$ cat src/common/shbp_pkg.sv
// shared constants and carrier types for the switch host bridge port
// assumes one 125 MHz clock; the bridge on the far side keeps its own rules
package shbp_pkg;

  // ------------------------------------------------------------------
  // timing
  // ------------------------------------------------------------------
  localparam int CLK_NS        = 8;
  localparam int STAT_CLK_NS   = 25;
  // least half period, rounded up to whole cycles
  localparam int STAT_HALF_CYC = (STAT_CLK_NS + 2 * CLK_NS - 1) / (2 * CLK_NS);

  // ------------------------------------------------------------------
  // mailbox layout (word addresses in sdram)
  // ------------------------------------------------------------------
  localparam logic [21:0] MBOX_ADDR   = 22'h0;
  localparam logic [21:0] MB_CMD_OFS  = 22'h0;
  localparam logic [21:0] MB_DATA_OFS = 22'h1;
  localparam logic [21:0] MB_PKT_OFS  = 22'h2;
  localparam int          CMD_MSB     = 31;
  localparam int          CMD_LSB     = 30;
  localparam logic [1:0]  CMD_REG_RD  = 2'h1;
  localparam logic [1:0]  CMD_REG_WR  = 2'h2;
  localparam logic [1:0]  CMD_SEND    = 2'h3;

  // ------------------------------------------------------------------
  // ports, header and statistics
  // ------------------------------------------------------------------
  localparam logic [4:0]  HOST_PORT   = 5'h1a;
  localparam int          HOST_FLAG   = 31;
  localparam int          HDR_WORDS   = 3;
  localparam int          HDR_DEPTH   = 4;
  localparam logic [3:0]  RX_VEC_NIB  = 4'h8;
  localparam logic [3:0]  TX_VEC_NIB  = 4'hd;
  localparam logic [3:0]  STAT_IDLE   = 4'hf;

  typedef struct packed {
    logic        we;
    logic [21:0] addr;
    logic [31:0] wdata;
  } shbp_mem_cmd_type;

  typedef struct packed {
    logic        we;
    logic [15:0] addr;
    logic [31:0] wdata;
  } shbp_reg_cmd_type;

  typedef struct packed {
    logic [4:0]  src_port;
    logic [21:0] buf_addr;
    logic [15:0] len;
  } shbp_tx_cmd_type;

  typedef struct packed {
    logic [21:0] buf_addr;
    logic [26:0] dst_map;
    logic [31:0] hdr0;
    logic [31:0] hdr1;
  } shbp_rx_hdr_type;

  typedef struct packed {
    logic        is_tx;
    logic [48:0] bits;
  } shbp_stat_vec_type;

endpackage

$ cat src/rtl/shbp_hdr_mem.sv
// small header queue memory, one entry per received packet
// assumes one write and one read port on the same clock; read data registered
`timescale 1ns/1ns
module shbp_hdr_mem (
  input  wire logic        ref_clk_in,
  input  wire logic        wr_en_in,
  input  wire logic [1:0]  wr_addr_in,
  input  wire logic [95:0] wr_data_in,
  input  wire logic [1:0]  rd_addr_in,
  output logic      [95:0] rd_data_out
);
  logic [95:0] mem_ff [0:3];

  always_ff @(posedge ref_clk_in) begin
    if (wr_en_in) begin
      mem_ff[wr_addr_in] <= wr_data_in;
    end
    rd_data_out <= mem_ff[rd_addr_in];
  end
endmodule

$ cat src/rtl/shbp_port.sv
// host bridge port of the switch: mailbox engine, bus arbitration,
// header strobe output and statistics nibble output
// assumes pins from the bridge are asynchronous; all else on ref_clk_in
`timescale 1ns/1ns
module shbp_port (
  input  wire logic                       ref_clk_in,
  input  wire logic                       reset_in,
  input  wire logic                       command_ready_line_in,
  input  wire logic                       bus_request_line_in,
  output logic                            task_complete_line_out,
  output logic                            bus_grant_line_out,
  output logic                            header_strobe_out,
  output logic      [31:0]                ext_data_out,
  output logic                            ext_data_oe_n_out,
  output logic                            mem_req_out,
  output shbp_pkg::shbp_mem_cmd_type      mem_cmd_out,
  input  wire logic                       mem_ack_in,
  input  wire logic [31:0]                mem_rdata_in,
  output logic                            reg_req_out,
  output shbp_pkg::shbp_reg_cmd_type      reg_cmd_out,
  input  wire logic                       reg_ack_in,
  input  wire logic [31:0]                reg_rdata_in,
  output logic                            tx_req_out,
  output shbp_pkg::shbp_tx_cmd_type       tx_cmd_out,
  input  wire logic                       tx_ack_in,
  input  wire logic                       rx_hdr_valid_in,
  input  wire shbp_pkg::shbp_rx_hdr_type  rx_hdr_in,
  output logic                            rx_hdr_ready_out,
  input  wire logic                       stat_valid_in,
  input  wire shbp_pkg::shbp_stat_vec_type stat_vec_in,
  output logic                            stat_ready_out,
  output logic                            stat_clk_out,
  output logic      [3:0]                 stat_data_out
);
  import shbp_pkg::*;

  // ------------------------------------------------------------------
  // pin synchronisers
  // ------------------------------------------------------------------
  logic cmd_meta_ff, cmd_sync_ff, cmd_prev_ff;
  logic req_meta_ff, req_sync_ff;

  always_ff @(posedge ref_clk_in) begin
    if (reset_in) begin
      cmd_meta_ff <= 1'b0;
      cmd_sync_ff <= 1'b0;
      cmd_prev_ff <= 1'b0;
      req_meta_ff <= 1'b0;
      req_sync_ff <= 1'b0;
    end else begin
      cmd_meta_ff <= command_ready_line_in;
      cmd_sync_ff <= cmd_meta_ff;
      cmd_prev_ff <= cmd_sync_ff;
      req_meta_ff <= bus_request_line_in;
      req_sync_ff <= req_meta_ff;
    end
  end

  // command-ready is taken on its rising edge, so a held level runs once
  logic cmd_rise;
  assign cmd_rise = cmd_sync_ff & ~cmd_prev_ff;

  // ------------------------------------------------------------------
  // header queue
  // ------------------------------------------------------------------
  logic [1:0]  hq_wr_ff, nxt_hq_wr;
  logic [1:0]  hq_rd_ff, nxt_hq_rd;
  logic [2:0]  hq_cnt_ff, nxt_hq_cnt;
  logic        hq_push;
  logic        hq_pop;
  logic [95:0] hq_wdata;
  logic [95:0] hq_rdata;

  // host-bound flag sits in the address word; header itself is unchanged
  assign hq_wdata = {rx_hdr_in.dst_map[HOST_PORT], 9'h000, rx_hdr_in.buf_addr,
                     rx_hdr_in.hdr0, rx_hdr_in.hdr1};
  assign hq_push  = rx_hdr_valid_in & rx_hdr_ready_out;

  shbp_hdr_mem u_hdr_mem (
    .ref_clk_in  (ref_clk_in),
    .wr_en_in    (hq_push),
    .wr_addr_in  (hq_wr_ff),
    .wr_data_in  (hq_wdata),
    .rd_addr_in  (hq_rd_ff),
    .rd_data_out (hq_rdata)
  );

  // ------------------------------------------------------------------
  // mailbox engine, bus arbitration and header output
  // ------------------------------------------------------------------
  typedef enum logic [3:0] {
    ST_IDLE   = 4'h0,
    ST_MB_CMD = 4'h1,
    ST_MB_DAT = 4'h2,
    ST_REG    = 4'h3,
    ST_MB_WR  = 4'h4,
    ST_SEND   = 4'h5,
    ST_DONE   = 4'h6,
    ST_GRANT  = 4'h7,
    ST_HDR    = 4'h8
  } shbp_state_type;

  shbp_state_type    st_ff, nxt_st;
  shbp_mem_cmd_type  mem_cmd_ff, nxt_mem_cmd;
  shbp_reg_cmd_type  reg_cmd_ff, nxt_reg_cmd;
  shbp_tx_cmd_type   tx_cmd_ff, nxt_tx_cmd;
  logic              mem_req_ff, nxt_mem_req;
  logic              reg_req_ff, nxt_reg_req;
  logic              tx_req_ff, nxt_tx_req;
  logic              done_ff, nxt_done;
  logic              grant_ff, nxt_grant;
  logic              strobe_ff, nxt_strobe;
  logic              oe_n_ff, nxt_oe_n;
  logic [31:0]       ext_ff, nxt_ext;
  logic [1:0]        cmd_ff, nxt_cmd;
  logic [1:0]        hidx_ff, nxt_hidx;
  logic              pend_ff, nxt_pend;

  always_comb begin
    nxt_st      = st_ff;
    nxt_mem_cmd = mem_cmd_ff;
    nxt_reg_cmd = reg_cmd_ff;
    nxt_tx_cmd  = tx_cmd_ff;
    nxt_mem_req = mem_req_ff;
    nxt_reg_req = reg_req_ff;
    nxt_tx_req  = tx_req_ff;
    nxt_done    = 1'b0;
    nxt_grant   = grant_ff;
    nxt_strobe  = 1'b0;
    nxt_oe_n    = 1'b1;
    nxt_ext     = 32'h0;
    nxt_cmd     = cmd_ff;
    nxt_hidx    = hidx_ff;
    nxt_pend    = pend_ff | cmd_rise;
    nxt_hq_rd   = hq_rd_ff;
    hq_pop      = 1'b0;
    case (st_ff)
      ST_IDLE: begin
        // headers first: they carry live traffic; then granting, then mailbox
        if (hq_cnt_ff != 3'h0) begin
          nxt_hidx = 2'h0;
          nxt_st   = ST_HDR;
        end else if (req_sync_ff) begin
          nxt_grant = 1'b1;
          nxt_st    = ST_GRANT;
        end else if (pend_ff) begin
          nxt_pend    = cmd_rise;
          nxt_mem_req = 1'b1;
          nxt_mem_cmd = '{we: 1'b0, addr: MBOX_ADDR + MB_CMD_OFS, wdata: 32'h0};
          nxt_st      = ST_MB_CMD;
        end
      end
      ST_MB_CMD: begin
        if (mem_ack_in) begin
          nxt_cmd     = mem_rdata_in[CMD_MSB:CMD_LSB];
          nxt_reg_cmd = '{we: 1'b0, addr: mem_rdata_in[15:0], wdata: 32'h0};
          nxt_mem_cmd = '{we: 1'b0, addr: MBOX_ADDR + MB_DATA_OFS, wdata: 32'h0};
          case (mem_rdata_in[CMD_MSB:CMD_LSB])
            CMD_REG_RD: begin
              nxt_mem_req = 1'b0;
              nxt_reg_req = 1'b1;
              nxt_st      = ST_REG;
            end
            CMD_REG_WR, CMD_SEND: begin
              nxt_st = ST_MB_DAT;
            end
            default: begin
              // unknown command: nothing to do, still report completion
              nxt_mem_req = 1'b0;
              nxt_done    = 1'b1;
              nxt_st      = ST_DONE;
            end
          endcase
        end
      end
      ST_MB_DAT: begin
        if (mem_ack_in) begin
          nxt_mem_req = 1'b0;
          if (cmd_ff == CMD_SEND) begin
            // packet already sits in the mailbox; word holds its length
            nxt_tx_req = 1'b1;
            nxt_tx_cmd = '{src_port: HOST_PORT, buf_addr: MBOX_ADDR + MB_PKT_OFS,
                           len: mem_rdata_in[15:0]};
            nxt_st     = ST_SEND;
          end else begin
            nxt_reg_req       = 1'b1;
            nxt_reg_cmd.we    = 1'b1;
            nxt_reg_cmd.wdata = mem_rdata_in;
            nxt_st            = ST_REG;
          end
        end
      end
      ST_REG: begin
        if (reg_ack_in) begin
          nxt_reg_req = 1'b0;
          if (reg_cmd_ff.we) begin
            nxt_done = 1'b1;
            nxt_st   = ST_DONE;
          end else begin
            nxt_mem_req = 1'b1;
            nxt_mem_cmd = '{we: 1'b1, addr: MBOX_ADDR + MB_DATA_OFS,
                            wdata: reg_rdata_in};
            nxt_st      = ST_MB_WR;
          end
        end
      end
      ST_MB_WR: begin
        if (mem_ack_in) begin
          nxt_mem_req = 1'b0;
          nxt_done    = 1'b1;
          nxt_st      = ST_DONE;
        end
      end
      ST_SEND: begin
        if (tx_ack_in) begin
          nxt_tx_req = 1'b0;
          nxt_done   = 1'b1;
          nxt_st     = ST_DONE;
        end
      end
      ST_DONE: begin
        nxt_st = ST_IDLE;
      end
      ST_GRANT: begin
        // the switch's own mailbox traffic waits while the bridge owns the bus
        if (!req_sync_ff) begin
          nxt_grant = 1'b0;
          nxt_st    = ST_IDLE;
        end
      end
      ST_HDR: begin
        // cycle 0 waits for registered read data, then three words follow
        nxt_hidx = hidx_ff + 2'h1;
        if (hidx_ff != 2'h0) begin
          nxt_oe_n = 1'b0;
          case (hidx_ff)
            2'h1:    nxt_ext = hq_rdata[95:64];
            2'h2:    nxt_ext = hq_rdata[63:32];
            default: nxt_ext = hq_rdata[31:0];
          endcase
          nxt_strobe = (hidx_ff == 2'h1);
        end
        if (hidx_ff == 2'(HDR_WORDS)) begin
          hq_pop    = 1'b1;
          nxt_hq_rd = hq_rd_ff + 2'h1;
          nxt_st    = ST_IDLE;
        end
      end
      default: begin
        nxt_st = ST_IDLE;
      end
    endcase
    nxt_hq_wr  = hq_push ? hq_wr_ff + 2'h1 : hq_wr_ff;
    nxt_hq_cnt = hq_cnt_ff + {2'h0, hq_push} - {2'h0, hq_pop};
  end

  always_ff @(posedge ref_clk_in) begin
    if (reset_in) begin
      st_ff      <= ST_IDLE;
      mem_cmd_ff <= '0;
      reg_cmd_ff <= '0;
      tx_cmd_ff  <= '0;
      mem_req_ff <= 1'b0;
      reg_req_ff <= 1'b0;
      tx_req_ff  <= 1'b0;
      done_ff    <= 1'b0;
      grant_ff   <= 1'b0;
      strobe_ff  <= 1'b0;
      oe_n_ff    <= 1'b1;
      ext_ff     <= 32'h0;
      cmd_ff     <= 2'h0;
      hidx_ff    <= 2'h0;
      pend_ff    <= 1'b0;
      hq_wr_ff   <= 2'h0;
      hq_rd_ff   <= 2'h0;
      hq_cnt_ff  <= 3'h0;
    end else begin
      st_ff      <= nxt_st;
      mem_cmd_ff <= nxt_mem_cmd;
      reg_cmd_ff <= nxt_reg_cmd;
      tx_cmd_ff  <= nxt_tx_cmd;
      mem_req_ff <= nxt_mem_req;
      reg_req_ff <= nxt_reg_req;
      tx_req_ff  <= nxt_tx_req;
      done_ff    <= nxt_done;
      grant_ff   <= nxt_grant;
      strobe_ff  <= nxt_strobe;
      oe_n_ff    <= nxt_oe_n;
      ext_ff     <= nxt_ext;
      cmd_ff     <= nxt_cmd;
      hidx_ff    <= nxt_hidx;
      pend_ff    <= nxt_pend;
      hq_wr_ff   <= nxt_hq_wr;
      hq_rd_ff   <= nxt_hq_rd;
      hq_cnt_ff  <= nxt_hq_cnt;
    end
  end

  assign task_complete_line_out = done_ff;
  assign bus_grant_line_out     = grant_ff;
  assign header_strobe_out      = strobe_ff;
  assign ext_data_out           = ext_ff;
  assign ext_data_oe_n_out      = oe_n_ff;
  assign mem_req_out            = mem_req_ff;
  assign mem_cmd_out            = mem_cmd_ff;
  assign reg_req_out            = reg_req_ff;
  assign reg_cmd_out            = reg_cmd_ff;
  assign tx_req_out             = tx_req_ff;
  assign tx_cmd_out             = tx_cmd_ff;

  // ------------------------------------------------------------------
  // statistics nibble output
  // ------------------------------------------------------------------
  logic [51:0] sh_ff, nxt_sh;
  logic [3:0]  nib_ff, nxt_nib;
  logic [1:0]  div_ff, nxt_div;
  logic        sclk_ff, nxt_sclk;
  logic [3:0]  sdat_ff, nxt_sdat;
  logic        sbusy_ff, nxt_sbusy;
  logic        hq_rdy_ff, nxt_hq_rdy;
  logic        tick;

  assign tick = (div_ff == 2'(STAT_HALF_CYC - 1));

  always_comb begin
    nxt_sh     = sh_ff;
    nxt_nib    = nib_ff;
    nxt_sdat   = sdat_ff;
    nxt_sbusy  = sbusy_ff;
    nxt_sclk   = sclk_ff;
    nxt_div    = tick ? 2'h0 : div_ff + 2'h1;
    // ready is registered, so it counts the word that may land this cycle
    nxt_hq_rdy = (nxt_hq_cnt < 3'(HDR_DEPTH));
    if (tick) begin
      nxt_sclk = ~sclk_ff;
      // data changes only as the clock falls, stable for the rising edge
      if (sclk_ff) begin
        if (sbusy_ff && nib_ff != 4'h0) begin
          nxt_sdat = sh_ff[3:0];
          nxt_sh   = {4'h0, sh_ff[51:4]};
          nxt_nib  = nib_ff - 4'h1;
        end else if (sbusy_ff) begin
          nxt_sbusy = 1'b0;
          nxt_sdat  = STAT_IDLE;
        end else if (stat_valid_in) begin
          nxt_sbusy = 1'b1;
          nxt_sdat  = stat_vec_in.bits[3:0];
          nxt_sh    = {7'h00, stat_vec_in.bits[48:4]};
          nxt_nib   = (stat_vec_in.is_tx ? TX_VEC_NIB : RX_VEC_NIB) - 4'h1;
        end
      end
    end
  end

  always_ff @(posedge ref_clk_in) begin
    if (reset_in) begin
      sh_ff     <= 52'h0;
      nib_ff    <= 4'h0;
      div_ff    <= 2'h0;
      sclk_ff   <= 1'b0;
      sdat_ff   <= STAT_IDLE;
      sbusy_ff  <= 1'b0;
      hq_rdy_ff <= 1'b0;
    end else begin
      sh_ff     <= nxt_sh;
      nib_ff    <= nxt_nib;
      div_ff    <= nxt_div;
      sclk_ff   <= nxt_sclk;
      sdat_ff   <= nxt_sdat;
      sbusy_ff  <= nxt_sbusy;
      hq_rdy_ff <= nxt_hq_rdy;
    end
  end

  // vector taken on the falling-edge tick when the shifter is free
  logic stat_rdy_ff;
  always_ff @(posedge ref_clk_in) begin
    if (reset_in) begin
      stat_rdy_ff <= 1'b0;
    end else begin
      stat_rdy_ff <= tick & sclk_ff & ~sbusy_ff;
    end
  end

  assign stat_ready_out   = stat_rdy_ff;
  assign stat_clk_out     = sclk_ff;
  assign stat_data_out    = sdat_ff;
  assign rx_hdr_ready_out = hq_rdy_ff;
endmodule

$ cat config.mk
export PLATFORM = sky130hd
export DESIGN_NAME = shbp_port
export DESIGN_NICKNAME = d
export VERILOG_FILES = /design/src/common/shbp_pkg.sv /design/src/rtl/shbp_hdr_mem.sv /design/src/rtl/shbp_port.sv
export SDC_FILE = /design/constraint.sdc
export NUM_CORES = 1
export LEC_CHECK = 0
export ABC_AREA = 0
export BUFFER_PORTS_ARGS = -buffer_cell sky130_fd_sc_hd__buf_4
export CORE_AREA = 2 2 283 201
export DETAILED_ROUTE_END_ITERATION = 8
export DIE_AREA = 0 0 285 203
export PLACE_DENSITY = 0.65
export SYNTH_ARGS = -nofsm -noshare
export SYNTH_HDL_FRONTEND = slang
export SYNTH_SLANG_ARGS = --single-unit
$ cat constraint.sdc
create_clock -name ref_clk_in -period 7.75 [get_ports ref_clk_in]
set_input_delay 1.1625 -clock ref_clk_in [delete_from_list [all_inputs] [get_ports ref_clk_in]]
set_output_delay 1.1625 -clock ref_clk_in [all_outputs]
set_load 0.02 [all_outputs]
==> results by group <==
Status
  – Outcome: complete, no violations

Clock tree
  – CTS H-tree depth: 2
  – Hold-fix buffers, CTS: 0
  – Post-CTS setup buffer count: 0
  – Post-CTS Resized: 0
  – Clock-pin slew on the worst setup and hold paths: 0.06 ns
  – Skew-Pair Late Insertion Delay: approximately 0.64 ns
  – Num CTS Buffers: 61
  – Max Root-Sink Buffers: 3
  – TritonCTS clock tree: done
  – Clock root cell: clkbuf_16
  – TritonCTS sink count: around 650

Finish
  – Finished Layout Cells: ~2700
  – Antenna Cells: 0
  – Highest-count cells in the layout ignoring fill and taps: buf_4 (377), edfxtp_1 (348), dfxtp_1 (304)
  – Commonest non-fill, non-tap cell in the layout: buf_4
  – Share of cells above drive strength 1: a little under a third
  – Final core occ: between 50% and 60%
  – P&R area growth vs syn: 21.9%
  – Final #Nets: roughly 2200
  – # fillers: roughly 4600

Yosys
  – Unique masters post-synth: 54
  – EDFF count, synth: approximately 350
  – Syn Area/Cell: 14.8 um2
  – Yosys reg bits: between 600 and 700
  – Post-synth ARST share: 0%
  – Yosys warns: 0
  – Post-synthesis instance area: 0.0235 mm2
  – Register area share after synthesis: between 70% and 80%
  – Primary FF master, synth: edfxtp_1
  – Syn Inst Count: between 1500 and 2000

Worst setup path
  – CP max FO: 34
  – CP required: 8.30 ns
  – WS Path Type: flip-flop to flip-flop
  – WP data arrival: 3.55 ns
  – Critical Path Source Type: flip-flop
  – Crit end category: flip-flop

Global route
  – Grt total ovfl: 0
  – Total GRT Usage: about 18%
  – Vias in the first global route: between 10000 and 15000
  – Initial antenna violation count: 6
  – Largest net degree at the start of global routing: 92
  – First-pass GRT wire length: 80700 um

Pwr
  – Pwr dens: 266 mW/mm2
  – VDD IR-drop max: 0.000180 V
  – Total leakage power: between 10 and 15 nW
  – Total power: roughly 0.0076 W

Route
  – Routed len/inst: around 20 um
  – DR pass1 iterations: 4
  – Routed WL: 53000 um
  – Post-DR vias/cell: slightly above 5
  – Vias: roughly 14000
  – First DRT Iteration DRCs: around 950
  – ANT nets after route: 0
  – DRC: 0

Place
  – Dpl cells: about 2600
  – Placer congestion estimate: 0.800
  – Pre-CTS WS: 4.59 ns
  – DPL Wire Length: between 30000 and 40000 um
  – PortBufs: about 360

Timing
  – Final Hold Viols: 0
  – PnR worst setup slack: between 4 and 5 ns
  – Setup Skew: ~0.031 ns
  – Final Critical Period: about 3.0 ns
  – Max_slew headroom: 27.8%
  – Worst-margin pin slew: between 1 and 1.5 ns
  – Fin crit share: roughly 39%
  – Pins Over Slew Limit: 0
  – Unrepaired setup endpoints after global routing: no
  – Final setup TNS: 0 ns
  – Fmax: 0.333 GHz
  – # setup viols final: 0

Die
  – Core area: approximately 0.055 mm2
  – # rows: 72
  – Die X: around 290 um
  – Full die area: between 0.05 and 0.06 mm2
  – Num ports: between 400 and 500
  – Initial Util: 42.7%
  – Die Y-Extent: about 200 um

Min path
  – Hold Crit Class: flip-flop to flip-flop

Run
  – Max cap viols: 0
-- critical path: stages, from the launching register on --
cell and delay [ns]:
dfxtp_1 0.34, nor4_1 0.64, nand2b_2 0.49, buf_4 0.56, a22oi_1 0.22, ha_1 0.27, xnor2_1 0.14, nand2_1 0.07
a21oi_1 0.16
-- final cells by class --
type | count | area, um2 | area share (%)
multi-input combinational | 806 | 6220 | 21.7
tap | 740 | 926 | 3.23
clock inverter | 25 | 290 | 1.01
inverter | 14 | 52.6 | 0.184
sequential | 654 | 16600 | 57.9
clock buffer | 90 | 1730 | 6.03
timing repair buffer | 377 | 2830 | 9.89
-- flip-flops by register name (all words and copies together), names as in the netlist, 2 cells and up --
name and flops:
mem_cmd_out 34, reg_cmd_out 49, hq_wr_ff 2, sh_ff 45, div_ff 2, nib_ff 4, u_hdr_mem.rd_data_out 87, stat_data_out 4
ext_data_out 32, hidx_ff 2, tx_cmd_out 17, cmd_ff 2, hq_rd_ff 2, hq_cnt_ff 3, u_hdr_mem.mem_ff 348, st_ff 4
-- report_power, final --
group | leakage, nW | switching [W] | internal, W
combinational | 3.84 | 0.000468 | 0.000289
clock | 0.984 | 0.00128 | 0.00168
sequential | 5.66 | 0.0000912 | 0.00380
total | 10.5 | 0.00184 | 0.00578
-- synthesized netlist by cell type (all sizes together) (2+ instances only) --
| master | n | share of area (%) |
|---|---|---|
| nor3b | 2 | 0.085 |
| nor4 | 8 | 0.30 |
| o22ai | 6 | 0.16 |
| o21a | 2 | 0.064 |
| and3 | 10 | 0.27 |
| a22oi | 61 | 1.9 |
| o211ai | 7 | 0.22 |
| a311oi | 3 | 0.11 |
| inv | 14 | 0.22 |
| or3 | 2 | 0.053 |
| a21oi | 60 | 1.3 |
| a211oi | 67 | 2.5 |
| a31o | 2 | 0.075 |
| mux4 | 87 | 8.3 |
| ha | 12 | 0.64 |
| dfxtp | 306 | 26 |
| edfxtp | 348 | 44 |
| o31ai | 2 | 0.064 |
| nand3 | 61 | 1.3 |
| nor3 | 7 | 0.15 |
| clkbuf | 63 | 1.0 |
| nand2b | 17 | 0.45 |
| nor2b | 8 | 0.21 |
| o21ai | 40 | 0.85 |
| mux2i | 43 | 1.8 |
| nor2 | 128 | 2.0 |
| nand2 | 104 | 1.7 |
| xnor2 | 7 | 0.26 |
| buf | 90 | 2.6 |
| and2 | 2 | 0.053 |
-- per-stage QoR --
step / hold slack, ns / area (um2)
detailed placement: 0.421 / 26600
finish: 0.431 / 28600
global route: 0.458 / 28600
floorplan: 0.404 / 23700
global placement: 0.413 / 26600
CTS: 0.430 / 28600
-- final timing paths --
check / from / end / slack (ns) / cells after the start
max: nib_ff[0]$_SDFFE_PP0P_ / nib_ff[2]$_SDFFE_PP0P_ / 4.75 / 8
min: div_ff[0]$_SDFF_PP0_ / div_ff[0]$_SDFF_PP0_ / 0.43 / 1
max reg2reg: nib_ff[0]$_SDFFE_PP0P_ / nib_ff[2]$_SDFFE_PP0P_ / 4.75 / 8
min reg2reg: div_ff[0]$_SDFF_PP0_ / div_ff[0]$_SDFF_PP0_ / 0.43 / 1
-- kinds of logic (layout without fill, tap and decap cells) --
kind of cell               count (synthesis)  in the layout  synth area share (%)
xor gates and xnor gates                   8              8                 0.298
DFF                                      654            654                  70.6
buffers and inverters                    167            506                  3.85
AOI/OAI and AO/OA                        257            257                  7.58
muxes                                    130            130                  10.2
and+or+nand+nor                          354            354                  6.79
adders and majority gates                 13             13                 0.724
other                                      1             44                0.0160
-- layer usage --
layer  GRT usage (%)  vias up  share of wire, %
li1                -     6501                 -
met1            25.4     6885                46
met2            27.9      354                46
met3            4.33       85               6.3
met4            4.41       10               1.8
met5               0        -              0.12
No activity file was read; power rests on OpenSTA's default activity.
